**src/inc/tpg_pkg.sv**
```systemverilog
package tpg_pkg;

  ////////////////////////////////////////////////////////////////////////////////
  // Widths of the data-memory port and of the two ports.
  localparam int unsigned ADDR_W = 8;
  localparam int unsigned DATA_W = 8;
  localparam int unsigned PA_W   = 8;
  localparam int unsigned PB_W   = 6;

  ////////////////////////////////////////////////////////////////////////////////
  // Data-memory addresses of the port registers.
  localparam logic [7:0] ADDR_PA_DATA = 8'h14;
  localparam logic [7:0] ADDR_PA_DIR  = 8'h15;
  localparam logic [7:0] ADDR_PA_PU   = 8'h16;
  localparam logic [7:0] ADDR_PA_WAKE = 8'h17;
  localparam logic [7:0] ADDR_PB_DATA = 8'h18;
  localparam logic [7:0] ADDR_PB_DIR  = 8'h19;
  localparam logic [7:0] ADDR_PB_PU   = 8'h1a;

  ////////////////////////////////////////////////////////////////////////////////
  // Reset values.
  localparam logic [7:0] RST_DATA = 8'hff;
  localparam logic [7:0] RST_DIR  = 8'hff;
  localparam logic [7:0] RST_PU   = 8'h00;
  localparam logic [7:0] RST_WAKE = 8'h00;

  // Direction bit value that makes a pin an input.
  localparam logic DIR_INPUT = 1'b1;

  // Cycles from a taken read to its answer.
  localparam int unsigned READ_LAT = 1;

  ////////////////////////////////////////////////////////////////////////////////
  // One core data-memory access.
  typedef struct packed {
    logic [7:0] addr;
    logic       wr;
    logic       rd;
    logic [7:0] wdata;
  } tpg_bus_s;

  // Power state, Gray coded along run, down, waking.
  typedef enum logic [1:0] {
    TPG_RUN  = 2'b00,
    TPG_DOWN = 2'b01,
    TPG_WAKE = 2'b11
  } tpg_pwr_e;

  // Address decode shared by every register.
  function automatic logic tpg_hit(input logic [7:0] addr, input logic [7:0] target);
    tpg_hit = (addr == target);
  endfunction

endpackage

```
**src/logic/tpg_gpio.sv**
```systemverilog
`timescale 1ns/10ps
// Contract
// Two bidirectional ports mapped in data memory.
// Port B bits 7 and 6 read zero.
// Input reads sample the live pin level.
// Output latch holds until rewritten.
// Pull-high bit: zero off, one on, reset zero.
// Pull-high only for inputs or NMOS outputs.
// Halt enters the low-power state.
// Falling enabled port A pin wakes device.
// Wake enable selectable per port A pin.
// Wake only for GPIO pins while powered down.
// Direction one is input, zero is output.
// Output pins read back the latch.
// Wake enable bit: zero off, one on, reset zero.
// Reset makes all pins inputs, latches ones.
// Wake request rises without a clock edge.
// Whole-byte register access in one cycle.
module tpg_gpio (
  // Clock and reset.
  input  wire logic                  clk_sys,
  input  wire logic                  sys_rst,
  // Core data-memory access.
  input  wire tpg_pkg::tpg_bus_s     core_req,
  output logic [7:0]                 core_rdata,
  output logic                       core_rvalid,
  // Port A pins.
  input  wire logic [7:0]            pa_in,
  input  wire logic [7:0]            pa_nmos_mode,
  input  wire logic [7:0]            pa_gpio_sel,
  output wire logic [7:0]            pa_out,
  output wire logic [7:0]            pa_oe,
  output wire logic [7:0]            pa_pull_en,
  // Port B pins.
  input  wire logic [5:0]            pb_in,
  input  wire logic [5:0]            pb_nmos_mode,
  output wire logic [5:0]            pb_out,
  output wire logic [5:0]            pb_oe,
  output wire logic [5:0]            pb_pull_en,
  // Power control.
  input  wire logic                  halt_exec,
  output wire logic                  power_down,
  output wire logic                  wake_req
);

  ////////////////////////////////////////////////////////////////////////////////
  // Port instances.
  logic       pa_rd_hit;
  logic [7:0] pa_rd_val;
  logic [7:0] pa_latch;
  logic [7:0] pa_dir;
  logic       pb_rd_hit;
  logic [7:0] pb_rd_val;
  logic [5:0] pb_latch;
  logic [5:0] pb_dir;

  // Both ports sit on the same data-memory strobe.
  tpg_port #(
    .W      (tpg_pkg::PA_W),
    .A_DATA (tpg_pkg::ADDR_PA_DATA),
    .A_DIR  (tpg_pkg::ADDR_PA_DIR),
    .A_PU   (tpg_pkg::ADDR_PA_PU)
  ) u_port_a (
    .clk_sys   (clk_sys),
    .sys_rst   (sys_rst),
    .core_req  (core_req),
    .rd_hit    (pa_rd_hit),
    .rd_val    (pa_rd_val),
    .pin_in    (pa_in),
    .nmos_mode (pa_nmos_mode),
    .pin_out   (pa_out),
    .pin_oe    (pa_oe),
    .pull_en   (pa_pull_en),
    .latch     (pa_latch),
    .dir       (pa_dir)
  );

  tpg_port #(
    .W      (tpg_pkg::PB_W),
    .A_DATA (tpg_pkg::ADDR_PB_DATA),
    .A_DIR  (tpg_pkg::ADDR_PB_DIR),
    .A_PU   (tpg_pkg::ADDR_PB_PU)
  ) u_port_b (
    .clk_sys   (clk_sys),
    .sys_rst   (sys_rst),
    .core_req  (core_req),
    .rd_hit    (pb_rd_hit),
    .rd_val    (pb_rd_val),
    .pin_in    (pb_in),
    .nmos_mode (pb_nmos_mode),
    .pin_out   (pb_out),
    .pin_oe    (pb_oe),
    .pull_en   (pb_pull_en),
    .latch     (pb_latch),
    .dir       (pb_dir)
  );

  ////////////////////////////////////////////////////////////////////////////////
  // Wake enable register.
  logic [7:0] wake_en;
  wire logic  hit_wake = tpg_pkg::tpg_hit(core_req.addr, tpg_pkg::ADDR_PA_WAKE);

  always_ff @(posedge clk_sys) begin
    if (sys_rst) begin
      wake_en <= tpg_pkg::RST_WAKE;
    end else if (core_req.wr && hit_wake) begin
      wake_en <= core_req.wdata;
    end
  end

  ////////////////////////////////////////////////////////////////////////////////
  // Read path. The pin is sampled at the edge that takes the read, so the
  // core must present stable input by then; there is no input latch.
  wire logic [7:0] next_rdata = pa_rd_hit ? pa_rd_val :
                                (pb_rd_hit ? pb_rd_val :
                                (hit_wake ? wake_en : 8'h00));

  always_ff @(posedge clk_sys) begin
    if (sys_rst) begin
      core_rdata  <= 8'h00;
      core_rvalid <= 1'b0;
    end else begin
      core_rvalid <= core_req.rd;
      if (core_req.rd) begin
        core_rdata <= next_rdata;
      end
    end
  end

  ////////////////////////////////////////////////////////////////////////////////
  // Power state and port A wake detection.
  tpg_pkg::tpg_pwr_e pwr_state;
  tpg_pkg::tpg_pwr_e next_pwr_state;
  logic [7:0]        pa_prev;

  // Last sampled pin levels. With the clock stopped this register simply
  // holds the level seen on entry, so the compare below still finds a fall.
  always_ff @(posedge clk_sys) begin
    if (sys_rst) begin
      pa_prev <= 8'h00;
    end else begin
      pa_prev <= pa_in;
    end
  end

  // Pure gates from pin to request: no clock edge is needed.
  wire logic [7:0] pa_fall   = pa_prev & ~pa_in;
  wire logic [7:0] wake_arm  = wake_en & pa_gpio_sel;
  wire logic       wake_hit  = (pwr_state == tpg_pkg::TPG_DOWN) && |(pa_fall & wake_arm);

  always_comb begin
    next_pwr_state = pwr_state;
    case (pwr_state)
      tpg_pkg::TPG_RUN: begin
        if (halt_exec) begin
          next_pwr_state = tpg_pkg::TPG_DOWN;
        end
      end
      tpg_pkg::TPG_DOWN: begin
        if (wake_hit) begin
          next_pwr_state = tpg_pkg::TPG_WAKE;
        end
      end
      tpg_pkg::TPG_WAKE: begin
        next_pwr_state = tpg_pkg::TPG_RUN;
      end
      default: begin
        next_pwr_state = tpg_pkg::TPG_RUN;
      end
    endcase
  end

  always_ff @(posedge clk_sys) begin
    if (sys_rst) begin
      pwr_state <= tpg_pkg::TPG_RUN;
    end else begin
      pwr_state <= next_pwr_state;
    end
  end

  // The request is held through the waking cycle so a slow power
  // controller that sees the edge late still catches it.
  assign wake_req   = wake_hit || (pwr_state == tpg_pkg::TPG_WAKE);
  assign power_down = (pwr_state == tpg_pkg::TPG_DOWN);
endmodule

```
**src/logic/tpg_port.sv**
```systemverilog
`timescale 1ns/10ps
module tpg_port #(
  parameter int unsigned     W      = 8,
  parameter logic [7:0]      A_DATA = 8'h00,
  parameter logic [7:0]      A_DIR  = 8'h01,
  parameter logic [7:0]      A_PU   = 8'h02
) (
  // Clock and reset.
  input  wire logic               clk_sys,
  input  wire logic               sys_rst,
  // Core access.
  input  wire tpg_pkg::tpg_bus_s  core_req,
  output wire logic               rd_hit,
  output wire logic [7:0]         rd_val,
  // Pins.
  input  wire logic [W-1:0]       pin_in,
  input  wire logic [W-1:0]       nmos_mode,
  output wire logic [W-1:0]       pin_out,
  output wire logic [W-1:0]       pin_oe,
  output wire logic [W-1:0]       pull_en,
  // State seen by the parent.
  output wire logic [W-1:0]       latch,
  output wire logic [W-1:0]       dir
);

  ////////////////////////////////////////////////////////////////////////////////
  logic [W-1:0] data_q;
  logic [W-1:0] dir_q;
  logic [W-1:0] pu_q;
  logic [W-1:0] pin_rd;

  wire logic hit_data = tpg_pkg::tpg_hit(core_req.addr, A_DATA);
  wire logic hit_dir  = tpg_pkg::tpg_hit(core_req.addr, A_DIR);
  wire logic hit_pu   = tpg_pkg::tpg_hit(core_req.addr, A_PU);

  // Whole-byte writes in one cycle; bits above W are dropped.
  always_ff @(posedge clk_sys) begin
    if (sys_rst) begin
      data_q <= tpg_pkg::RST_DATA[W-1:0];
      dir_q  <= tpg_pkg::RST_DIR[W-1:0];
      pu_q   <= tpg_pkg::RST_PU[W-1:0];
    end else begin
      if (core_req.wr && hit_data) begin
        data_q <= core_req.wdata[W-1:0];
      end
      if (core_req.wr && hit_dir) begin
        dir_q <= core_req.wdata[W-1:0];
      end
      if (core_req.wr && hit_pu) begin
        pu_q <= core_req.wdata[W-1:0];
      end
    end
  end

  ////////////////////////////////////////////////////////////////////////////////
  // Per-pin drive, pull and readback.
  genvar i;
  generate
    for (i = 0; i < W; i++) begin : g_pin
      wire logic is_in = (dir_q[i] == tpg_pkg::DIR_INPUT);
      // An NMOS output only sinks; it releases the pin for a one.
      assign pin_oe[i]  = !is_in && !(nmos_mode[i] && data_q[i]);
      assign pin_out[i] = data_q[i];
      // The pull may never fight a pin actively driven high.
      assign pull_en[i] = pu_q[i] && (is_in || nmos_mode[i]);
      // Inputs read the live pin, outputs read the latch.
      assign pin_rd[i]  = is_in ? pin_in[i] : data_q[i];
    end
  endgenerate

  wire logic [7:0] val_data = 8'({pin_rd});
  wire logic [7:0] val_dir  = 8'({dir_q});
  wire logic [7:0] val_pu   = 8'({pu_q});

  // Unimplemented upper bits read as zero by zero extension.
  assign rd_hit = hit_data || hit_dir || hit_pu;
  assign rd_val = hit_data ? val_data : (hit_dir ? val_dir : (hit_pu ? val_pu : 8'h00));
  assign latch  = data_q;
  assign dir    = dir_q;
endmodule

```
**config.mk**
```make
export PLATFORM = sky130hd
export DESIGN_NAME = tpg_gpio
export DESIGN_NICKNAME = d
export VERILOG_FILES = /design/src/inc/tpg_pkg.sv /design/src/logic/tpg_gpio.sv /design/src/logic/tpg_port.sv
export SDC_FILE = /design/constraint.sdc
export NUM_CORES = 1
export LEC_CHECK = 0
export BUFFER_PORTS_ARGS = -buffer_cell sky130_fd_sc_hd__buf_2
export CORE_UTILIZATION = 54
export CTS_CLUSTER_DIAMETER = 60
export DETAILED_ROUTE_END_ITERATION = 7
export PLACE_DENSITY = 0.89
export SYNTH_ARGS = -nofsm -noshare
export SYNTH_HDL_FRONTEND = slang
export SYNTH_SLANG_ARGS = --single-unit
export TNS_END_PERCENT = 100
```
**constraint.sdc**
```tcl
create_clock -name clk_sys -period 2.4 [get_ports clk_sys]
set_input_delay 0.24 -clock clk_sys [delete_from_list [all_inputs] [get_ports clk_sys]]
set_output_delay 0.24 -clock clk_sys [all_outputs]
set_load 0.1 [all_outputs]
```
* Yosys cells after proc, flatten, opt, wreduce, memory -nomap -nowiden *
Cells that the tools add are included.

word-level totals
  register bits after elaboration = 69
  input bits = 57
  output and inout port bits = 53
  logic and storage cells = 152

operators by class
  eq/ne operators = 11
  multiplexer cells = 26
  bitwise operators = 4
  reductions and logical operators = 100

operators with widths
  cell                                                                     count
  8-bit two-way mux                                                        8
  8-bit by 5-bit == test with 1-bit output, second input constant          7
  1-bit logical AND                                                        50
  1-bit logical NOT                                                        28
  8-bit AND                                                                3
  1-bit logical OR                                                         19
  1-bit two-way mux                                                        14
  8-bit NOT                                                                1
  8-bit OR reduction                                                       1
  6-bit two-way mux                                                        1
  2-bit two-way mux                                                        2
  2-bit case mux with 2 select lines                                       1
  2-bit by 1-bit == test with 1-bit output, second input constant          1
  2-bit == test, second input constant                                     1
  2-bit logical NOT                                                        1
  2-bit by 1-bit inequality test with 1-bit output, second input constant  1
  2-bit inequality test, second input constant                             1
  2-bit AND reduction                                                      1

* Longest topological paths before layout *
Gate-level depths: netlist (run 1).

  word-level depth = 7
  mapped depth = 8
  mapped depth without buffers = 5

* Hierarchy *
From an unflattened synthesis (run 1), not the netlist that was laid out.

second synthesis, totals
  cell total of the unflattened synthesis = 427
  area total of the unflattened synthesis = 3754.9 um2

by module, submodules not included
  module               times used  cells an instance  area an instance (um2)
  tpg_port (u_port_a)  1           177                1457.6
  tpg_port (u_port_b)  1           137                1167.4
  tpg_gpio             1           113                1129.8

* Least setup slack after synthesis (run 1) *
No wires, ideal clock.

  kind = register -> output
  start point = reg u_port_b.data_q[0], in the netlist u_port_b.latch[0]
  end point = out pb_oe[0]
  arrival time = 2.263 ns
  data required time = 2.160 ns
  path slack = -0.103 ns
  cell stages (with the launch flop) = 2
  buffers on the path = 0
  cell sequence = dfxtp_1 a21oi_1

between the ends
  cells in the longest elaborated chain, start to end = 3

RTL lines
  what                    line            RTL
  from (decl)             tpg_port.sv:27  logic [W-1:0] data_q;
  from (signal assigned)  tpg_port.sv:39  data_q <= tpg_pkg::RST_DATA[W-1:0];
  from (signal assigned)  tpg_port.sv:44  data_q <= core_req.wdata[W-1:0];
  1-bit logical AND       tpg_port.sv:62  assign pin_oe[i] = !is_in && !(nmos_mode[i] && data_q[i]);
  1-bit logical NOT       tpg_port.sv:62
  1-bit logical AND       tpg_port.sv:62
  to (decl)               tpg_gpio.sv:38  output wire logic [5:0] pb_oe,

No other way between the ends.

* Final worst setup path (run 1) *
  start point = reg wake_en[1]
  end point = out wake_req

between the ends
  cells in the longest elaborated chain, start to end = 5

RTL lines
  what                    line             RTL
  from (decl)             tpg_gpio.sv:100  logic [7:0] wake_en;
  from (signal assigned)  tpg_gpio.sv:105  wake_en <= tpg_pkg::RST_WAKE;
  from (signal assigned)  tpg_gpio.sv:107  wake_en <= core_req.wdata;
  8-bit AND               tpg_gpio.sv:148  wire logic [7:0] wake_arm = wake_en & pa_gpio_sel;
  8-bit AND               tpg_gpio.sv:149  wire logic wake_hit = (pwr_state == tpg_pkg::TPG_DOWN) && |(pa_fall & wake_arm);
  8-bit OR reduction      tpg_gpio.sv:149
  1-bit logical AND       tpg_gpio.sv:149
  1-bit logical OR        tpg_gpio.sv:183  assign wake_req = wake_hit || (pwr_state == tpg_pkg::TPG_WAKE);
  to (decl)               tpg_gpio.sv:43   output wire logic wake_req

No other way between the ends.

==> results.rst, run 1 <==
.. list-table::
   :header-rows: 1

   * - Metric
     - Value
   * - Status
     - completed
   * - Later-pin clock latency in the skew report
     - 350 ps
   * - Number of buffers on the longest clock path
     - 2
   * - Net switching share of the total power
     - 27.0%
   * - Cts-stage hold buffer count
     - 0
   * - Nets in the synthesized netlist
     - 437
   * - Wire length after detailed routing
     - 9950 um
   * - Count of final max-slew check failures
     - 0
   * - Async S/R FF share, synth
     - 0%
   * - Total vias in the final route
     - 3415
   * - Hold slack
     - 130 ps
   * - Netlist area before placement
     - 0.00332 mm2
   * - Initial core utilization
     - 56.1%
   * - Number of iterations in the first detailed-routing pass
     - 5
   * - Setup violators final
     - 0
   * - Net Sw Power
     - 621 uW
   * - Clock tree from TritonCTS
     - done
   * - Sinks on Clock Net
     - 69
   * - Critical-path cell list
     - nand4b_1 -> nand4_1 -> o31a_1 -> buf_2
   * - Share of power burned in registers
     - 50.9%
   * - Synth Area per Inst
     - 8.75 um2
   * - Final ANT Viol Nets
     - 0
   * - Clk pwr share
     - 37.4%
   * - Core footprint
     - 0.00592 mm2
   * - Setup bufs post-CTS
     - 0
   * - Wire length per cell after detailed routing
     - 17.6 um
   * - Type of element launching the critical path
     - register
   * - Starting DRT DRC Count
     - 377
   * - Growth of design area from synthesis to finish
     - 24.3%
   * - Cell chosen for the clock root
     - sky130_fd_sc_hd__clkbuf_8
   * - Clock tree skew after final layout
     - 7.37 ps
   * - Count of synthesis-stage warnings from yosys
     - 0
   * - Cell with the most instances after synthesis
     - sky130_fd_sc_hd__dfxtp_1
   * - Combinational Power Share
     - 11.7%
   * - Total power per unit cell area
     - 556 mW/mm2
   * - Static Leak
     - 0.00185 uW
   * - Max Cap Violations
     - 0
   * - Tightest Pin Transition
     - 552 ps
   * - Die W
     - 80.4 um
   * - # diodes
     - 0
   * - Via count of the first global-routing pass
     - 2963
   * - Number of distinct library cells after synthesis
     - 39
   * - Wire length of the first global-routing pass
     - 14800 um
   * - Critical path's largest stage delay
     - 420 ps
   * - Number of antenna violations at the first check in global routing
     - 0
   * - # fillers
     - 474
   * - Clock-pin transition on the worst setup and hold timing paths
     - 80 ps
   * - Largest net degree at the start of global routing
     - 35
   * - Net count reported at finish
     - 542
   * - Total chip power
     - 2300 uW
   * - Global router's overall resource usage
     - 30.9%
   * - Total Neg Setup Slack
     - 0 ps
   * - Routability cong.
     - 0.892
   * - Top-area cell type share of the netlist area
     - 41.6%
   * - Dpl cells
     - 549
   * - Die area
     - 0.00647 mm2
   * - Most frequent cells after synthesis
     - 69 x sky130_fd_sc_hd__dfxtp_1, 40 x sky130_fd_sc_hd__nor2_1, 33 x sky130_fd_sc_hd__mux2i_1
   * - Count of non-filler cells in the finished layout
     - 565
   * - Number of gates resized after cts
     - 0
   * - Per-cell via count in the routed design
     - 6.04
   * - CTS Buf Count
     - 9
   * - Top cells by area in the synthesized netlist
     - sky130_fd_sc_hd__dfxtp_1 42%, sky130_fd_sc_hd__mux2i_1 9.9%, sky130_fd_sc_hd__nor2_1 4.5%
   * - Primary flip-flop cell chosen by synthesis mapping
     - sky130_fd_sc_hd__dfxtp_1
   * - Tightest Hold Check Type
     - primary input to register
   * - Fraction of final layout cells with drive strength greater than 1
     - 30.8%
   * - Synth area leader
     - sky130_fd_sc_hd__dfxtp_1
   * - Number of H-tree branching levels
     - 3
   * - Count of flip-flops with a built-in enable after synthesis
     - 0
   * - HPWL after DPL
     - 6900 um
   * - Fmax
     - 551 MHz
   * - Data required time at the worst endpoint
     - 2160 ps
   * - Headroom to the max-slew limit
     - 63.1%
   * - Setup repair after global routing missed its margin
     - false
   * - Type of destination of the critical path
     - primary output
   * - Cell count after synthesis
     - 380
   * - Data arrival time at the worst-slack endpoint
     - 1580 ps
   * - IR Drop Worst-Case VDD
     - 326 uV
   * - DRC violations left
     - 0
   * - Slowest stage cell, crit path
     - sky130_fd_sc_hd__buf_2
   * - Number of synthesized register bits
     - 69
   * - Util after Layout
     - 69.8%
   * - Overflow after GRT
     - 0
   * - Vertical extent of the die
     - 80.4 um
   * - Final Hold Vio Count
     - 0
   * - Sequential element share of the synthesized area
     - 41.6%
   * - Number of rows created at floorplan
     - 28
   * - Final worst path period share
     - 75.7%
   * - IO buf count
     - 109
   * - Crit-path max FO
     - 3
   * - Start-to-end type of the worst setup path
     - register to primary output
   * - Top-level I/O count
     - 110
   * - Final critical path time including I/O delays and setup
     - 1820 ps
   * - Cell-internal power
     - 1680 uW
-- worst paths after layout --
path,slack [ps],to,from,cells after the start
setup / recovery,580,wake_req,wake_en[1]$_SDFFE_PP0P_,4
hold / removal,130,pa_prev[7]$_SDFF_PP0_,pa_in[7],2
setup reg to reg,1060,core_rdata[4]$_SDFFE_PP0P_,u_port_b.latch[4]$_SDFFE_PP1P_,5
hold reg to reg,480,core_rdata[7]$_SDFFE_PP0P_,core_rdata[7]$_SDFFE_PP0P_,2
-- layout make-up --
type                            instances  area (um2)  share of cell area (%)
Inverter                               16        60.1                    1.45
Timing Repair Buffer                  121         636                    15.4
Clock buffer                           15         166                    4.03
Multi-Input combinational cell        268        1790                    43.3
Clock inverter                          1        5.00                   0.121
Tap cell                               75        93.8                    2.27
Sequential cell                        69        1380                    33.4
-- registers in the layout (all words and copies together) (netlist names) --
register	count
wake_en	8
u_port_b.latch	6
core_rdata	8
pa_prev	8
u_port_b.dir	6
u_port_a.latch	8
u_port_a.dir	8
u_port_b.pu_q	6
u_port_a.pu_q	8
pwr_state	2
core_rvalid	1
-- cell families after synthesis --
group | count (synthesis) | synth area share [%]
AO/OA/AOI/OAI | 85 | 17.5
AND/OR/NAND/NOR | 150 | 24.8
multiplexers | 33 | 9.94
flip-flops | 69 | 41.6
buffers and inverters | 43 | 6.17
-- stage by stage --
stage | worst slack [ps] | instance area (um2)
floorplan | 442 | 3380
global placement | 500 | 3960
detailed placement | 460 | 3960
CTS | 595 | 4130
global route | 536 | 4130
finish | 584 | 4130
-- critical path, delay by kind of cell, from the launching register on --
family	cells	cell delay, ps
AOI/OAI and AO/OA	1	120
buffers and inverters	1	420
DFF	1	360
and+or+nand+nor	2	330
-- power by group through the flow --
stage | Clock (uW) | Combinational, uW | Sequential (uW)
after floorplan | 0 | 105 | 1250
final | 858 | 268 | 1170
after global placement | 0 | 258 | 1190
after detailed placement | 0 | 263 | 1200
after CTS | 850 | 264 | 1170
after global routing | 907 | 283 | 1170
-- metal layers --
metal / global-route usage (%) / share of wire (%) / vias up
met5: 0 / 0 / -
met4: 14.5 / 3.3 / 0
met3: 6.82 / 10 / 33
met2: 49.2 / 47 / 226
met1: 39.5 / 40 / 1587
li1: - / - / 1569
-- placed cells by master, fill, tap and decap left out, types with 2 or more instances in the layout --
master and instances:
sky130_fd_sc_hd__dfxtp_1 69, sky130_fd_sc_hd__nand2b_1 8, sky130_fd_sc_hd__nor2_1 40, sky130_fd_sc_hd__a31oi_1 6
sky130_fd_sc_hd__o21ai_0 11, sky130_fd_sc_hd__buf_2 109, sky130_fd_sc_hd__nor3_1 9, sky130_fd_sc_hd__nand4b_1 8
sky130_fd_sc_hd__and4_1 3, sky130_fd_sc_hd__nand4_1 4, sky130_fd_sc_hd__o211ai_1 9, sky130_fd_sc_hd__and3_1 7
sky130_fd_sc_hd__clkbuf_8 11, sky130_fd_sc_hd__o311a_1 5, sky130_fd_sc_hd__nor2b_1 12, sky130_fd_sc_hd__buf_4 12
sky130_fd_sc_hd__inv_1 16, sky130_fd_sc_hd__a21oi_2 15, sky130_fd_sc_hd__nor3_2 2, sky130_fd_sc_hd__mux2i_1 33
sky130_fd_sc_hd__o21a_1 14, sky130_fd_sc_hd__nand3_1 9, sky130_fd_sc_hd__and3b_1 2, sky130_fd_sc_hd__o311ai_0 3
sky130_fd_sc_hd__a32o_1 5, sky130_fd_sc_hd__clkbuf_1 4, sky130_fd_sc_hd__a211o_1 5, sky130_fd_sc_hd__a21oi_1 9
sky130_fd_sc_hd__nand3b_1 13, sky130_fd_sc_hd__nand2_1 29
Power figures use the tool's default switching activity.
==> run 2, diff against run 1 <==
CORE_UTILIZATION = 46   (was 54)
PLACE_DENSITY = 0.81   (was 0.89)
clock period = 1.6 ns   (was 2.4 ns; I/O delays follow)
==> run 2 against run 1 <==
Against the previous run: the flow now finishes with violations (setup timing); utilization is 4.5 points lower; via count up 2.0%; final area up 8.6%; combinational power grew 60%; clock power up 75%; highest routed layer unchanged; non-clock buffer count increased by 16; global-route usage decreased by 3.7 points; sequential share of layout area shrank 2.3 points; clock-buffer cell count is 3 lower; clock skew shrank 2.7 ps.
==> results.rst, run 2 (synthesis gave the netlist of run 1 again) <==
.. list-table::
   :header-rows: 1

   * - Metric
     - Value
   * - Status
     - finished with violations (was completed)
   * - Failing checks
     - setup timing
   * - Core footprint
     - 0.00687 mm2 (was 0.00592 mm2)
   * - Max Cap Violations
     - 0 (unchanged)
   * - Net count reported at finish
     - 558 (was 542)
   * - Largest net degree at the start of global routing
     - 25 (was 35)
   * - IO buf count
     - 109 (unchanged)
   * - HPWL after DPL
     - 7340 um (was 6900 um)
   * - Vertical extent of the die
     - 87.0 um (was 80.4 um)
   * - Wire length after detailed routing
     - 10000 um (was 9950 um)
   * - Crit-path max FO
     - 2 (was 3)
   * - Wire length per cell after detailed routing
     - 16.7 um (was 17.6 um)
   * - Tightest Hold Check Type
     - primary input to register (unchanged)
   * - Hold slack
     - 59.8 ps (was 130 ps)
   * - Number of buffers on the longest clock path
     - 2 (unchanged)
   * - Clock tree skew after final layout
     - 4.63 ps (was 7.37 ps)
   * - Via count of the first global-routing pass
     - 3153 (was 2963)
   * - Top-level I/O count
     - 110 (unchanged)
   * - Clock-pin transition on the worst setup and hold timing paths
     - 80 ps (about the same)
   * - Commonest cells after routing, fill and taps aside
     - 106 x sky130_fd_sc_hd__buf_2, 55 x sky130_fd_sc_hd__dfxtp_1, 40 x sky130_fd_sc_hd__nor2_1 (was 109 x sky130_fd_sc_hd__buf_2, 69 x sky130_fd_sc_hd__dfxtp_1, 40 x sky130_fd_sc_hd__nor2_1)
   * - Worst path setup slack after routing
     - -91.3 ps (was 584 ps)
   * - # diodes
     - 0 (unchanged)
   * - CTS Buf Count
     - 9 (unchanged)
   * - Number of H-tree branching levels
     - 3 (unchanged)
   * - Per-cell via count in the routed design
     - 5.79 (was 6.04)
   * - Number of iterations in the first detailed-routing pass
     - 7 (was 5)
   * - Starting DRT DRC Count
     - 269 (was 377)
   * - Most common cell after layout, fill and taps aside
     - sky130_fd_sc_hd__buf_2 (unchanged)
   * - Die area
     - 0.00757 mm2 (was 0.00647 mm2)
   * - Cts-stage hold buffer count
     - 0 (unchanged)
   * - Final ANT Viol Nets
     - 0 (unchanged)
   * - Fmax
     - 591 MHz
   * - Setup violators final
     - 1 (was 0)
   * - Global router's overall resource usage
     - 27.3% (was 30.9%)
   * - Start point of the worst hold path
     - pa_in[1] (was pa_in[7])
   * - Slowest stage cell, crit path
     - sky130_fd_sc_hd__o31a_1 (was sky130_fd_sc_hd__buf_2)
   * - Family with the most delay on the worst path
     - compound AO/OA/AOI/OAI gates (was buffers and inverters)
   * - Total chip power
     - 3680 uW (was 2300 uW)
   * - Routability cong.
     - 0.936 (was 0.892)
   * - Reg-to-Reg Start
     - u_port_a.dir[4]$_SDFFE_PP1P_ (was u_port_b.latch[4]$_SDFFE_PP1P_)
   * - Final Hold Vio Count
     - 0 (unchanged)
   * - Critical path's largest stage delay
     - 350 ps (was 420 ps)
   * - Type of destination of the critical path
     - primary output (unchanged)
   * - DRC violations left
     - 0 (unchanged)
   * - Overflow after GRT
     - 0 (unchanged)
   * - Data arrival time at the worst-slack endpoint
     - 1530 ps (was 1580 ps)
   * - Sinks on Clock Net
     - 69 (unchanged)
   * - Number of antenna violations at the first check in global routing
     - 0 (unchanged)
   * - Wire length of the first global-routing pass
     - 15600 um (was 14800 um)
   * - Fraction of final layout cells with drive strength greater than 1
     - 36.8% (was 30.8%)
   * - IR Drop Worst-Case VDD
     - 455 uV (was 326 uV)
   * - Count of final max-slew check failures
     - 0 (unchanged)
   * - Static Leak
     - 0.00197 uW (was 0.00185 uW)
   * - Start-to-end type of the worst setup path
     - register to primary output (unchanged)
   * - Critical-path cell list
     - nand4b_1 -> nand4_1 -> o31a_1 -> buf_12 (was nand4b_1 -> nand4_1 -> o31a_1 -> buf_2)
   * - Type of element launching the critical path
     - register (unchanged)
   * - Worst setup path startpoint
     - wake_en[1]$_SDFFE_PP0P_ (unchanged)
   * - Total vias in the final route
     - 3485 (was 3415)
   * - Number of rows created at floorplan
     - 30 (was 28)
   * - Growth of design area from synthesis to finish
     - 35.0% (was 24.3%)
   * - Headroom to the max-slew limit
     - 59.8% (was 63.1%)
   * - Setup repair after global routing missed its margin
     - true (was false)
   * - Buf/Inv on CP
     - 1 (unchanged)
   * - Later-pin clock latency in the skew report
     - 340 ps (was 350 ps)
   * - Initial core utilization
     - 48.4% (was 56.1%)
   * - Tightest Pin Transition
     - 602 ps (was 552 ps)
   * - Final worst path period share
     - 106%
   * - Die W
     - 87.0 um (was 80.4 um)
   * - Data required time at the worst endpoint
     - 1440 ps (was 2160 ps)
   * - Final critical path time including I/O delays and setup
     - 1690 ps
   * - Clock tree from TritonCTS
     - done (unchanged)
   * - Cell chosen for the clock root
     - sky130_fd_sc_hd__clkbuf_8 (unchanged)
   * - Total power per unit cell area
     - 821 mW/mm2 (was 556 mW/mm2)
-- run 2: cell types whose count changed in the layout (fill, tap and decap cells not counted), moves of 2 or more --
cell,change
sky130_fd_sc_hd__a21oi_2,-14
sky130_fd_sc_hd__a21oi_4,+14
sky130_fd_sc_hd__buf_12,+3
sky130_fd_sc_hd__buf_2,-3
sky130_fd_sc_hd__buf_4,+14
sky130_fd_sc_hd__clkbuf_1,-4
sky130_fd_sc_hd__clkbuf_4,+2
sky130_fd_sc_hd__clkinv_2,+2
sky130_fd_sc_hd__dfxtp_1,-14
sky130_fd_sc_hd__dfxtp_2,+14
-- run 2: final cells by class --
class                      count  area, um2
multi-input combinational    268       1900
sequential                    69       1400
clock buffer                  12        165
tap                           96        120
timing repair buffer         137        801
clock inverter                 4       45.0
inverter                      16       60.1
fill                         566       2380
-- run 2: worst paths after layout --
| path | end | slack [ps] | cells after the start |
|---|---|---|---|
| hold reg to reg | core_rdata[1]$_SDFFE_PP0P_ | 480 | 2 |
| setup / recovery | wake_req | -90 | 4 |
| hold / removal | pa_prev[1]$_SDFF_PP0_ | 60 | 2 |
| setup reg to reg | core_rdata[4]$_SDFFE_PP0P_ | 200 | 5 |
-- run 2: worst reg2reg max path, stage by stage, from the launching register on --
cell and delay (ps):
sky130_fd_sc_hd__dfxtp_1 390, sky130_fd_sc_hd__inv_1 100, sky130_fd_sc_hd__a32o_1 250, sky130_fd_sc_hd__o21ai_0 250, sky130_fd_sc_hd__o311a_1 240, sky130_fd_sc_hd__nor3_2 50
-- run 2: what timing repair did --
action                                  CTS  global route
pin swaps                                 4             0
cloned                                    0             0
resized for setup                         1             2
endpoints found under the hold margin     0             0
setup buffers                             1             0
endpoints found under the setup margin    1             3
-- run 2: through the flow --
stage | instances | TNS, ps | utilization (%) | worst slack [ps] | area (um2)
after floorplan | 380 | 0 | - | 41.9 | 3500
after global placement | 585 | -1490 | 62.1 | -84.7 | 4260
after detailed placement | 585 | -3060 | 62.1 | -169 | 4260
after CTS | 602 | -71.5 | 65.2 | -71.5 | 4480
after global routing | 602 | -120 | 65.3 | -120 | 4490
final | 602 | -91.3 | 65.3 | -91.3 | 4490
-- run 2: power breakdown --
group          total (uW)  switching, uW  leakage (uW)  internal [uW]
Clock                1500            660      0.000112            840
Combinational         430            290       0.00130            140
Sequential           1750           12.3      0.000555           1740
-- run 2: layer usage --
metal	part of all wire [%]	vias to the layer above	wire, um	GRT usage, %
li1	-	1601	-	-
met1	43	1640	4320	35.0
met2	46	224	4600	43.2
met3	8.7	20	868	6.64
met4	2.4	0	242	12.6
met5	0	-	0	0
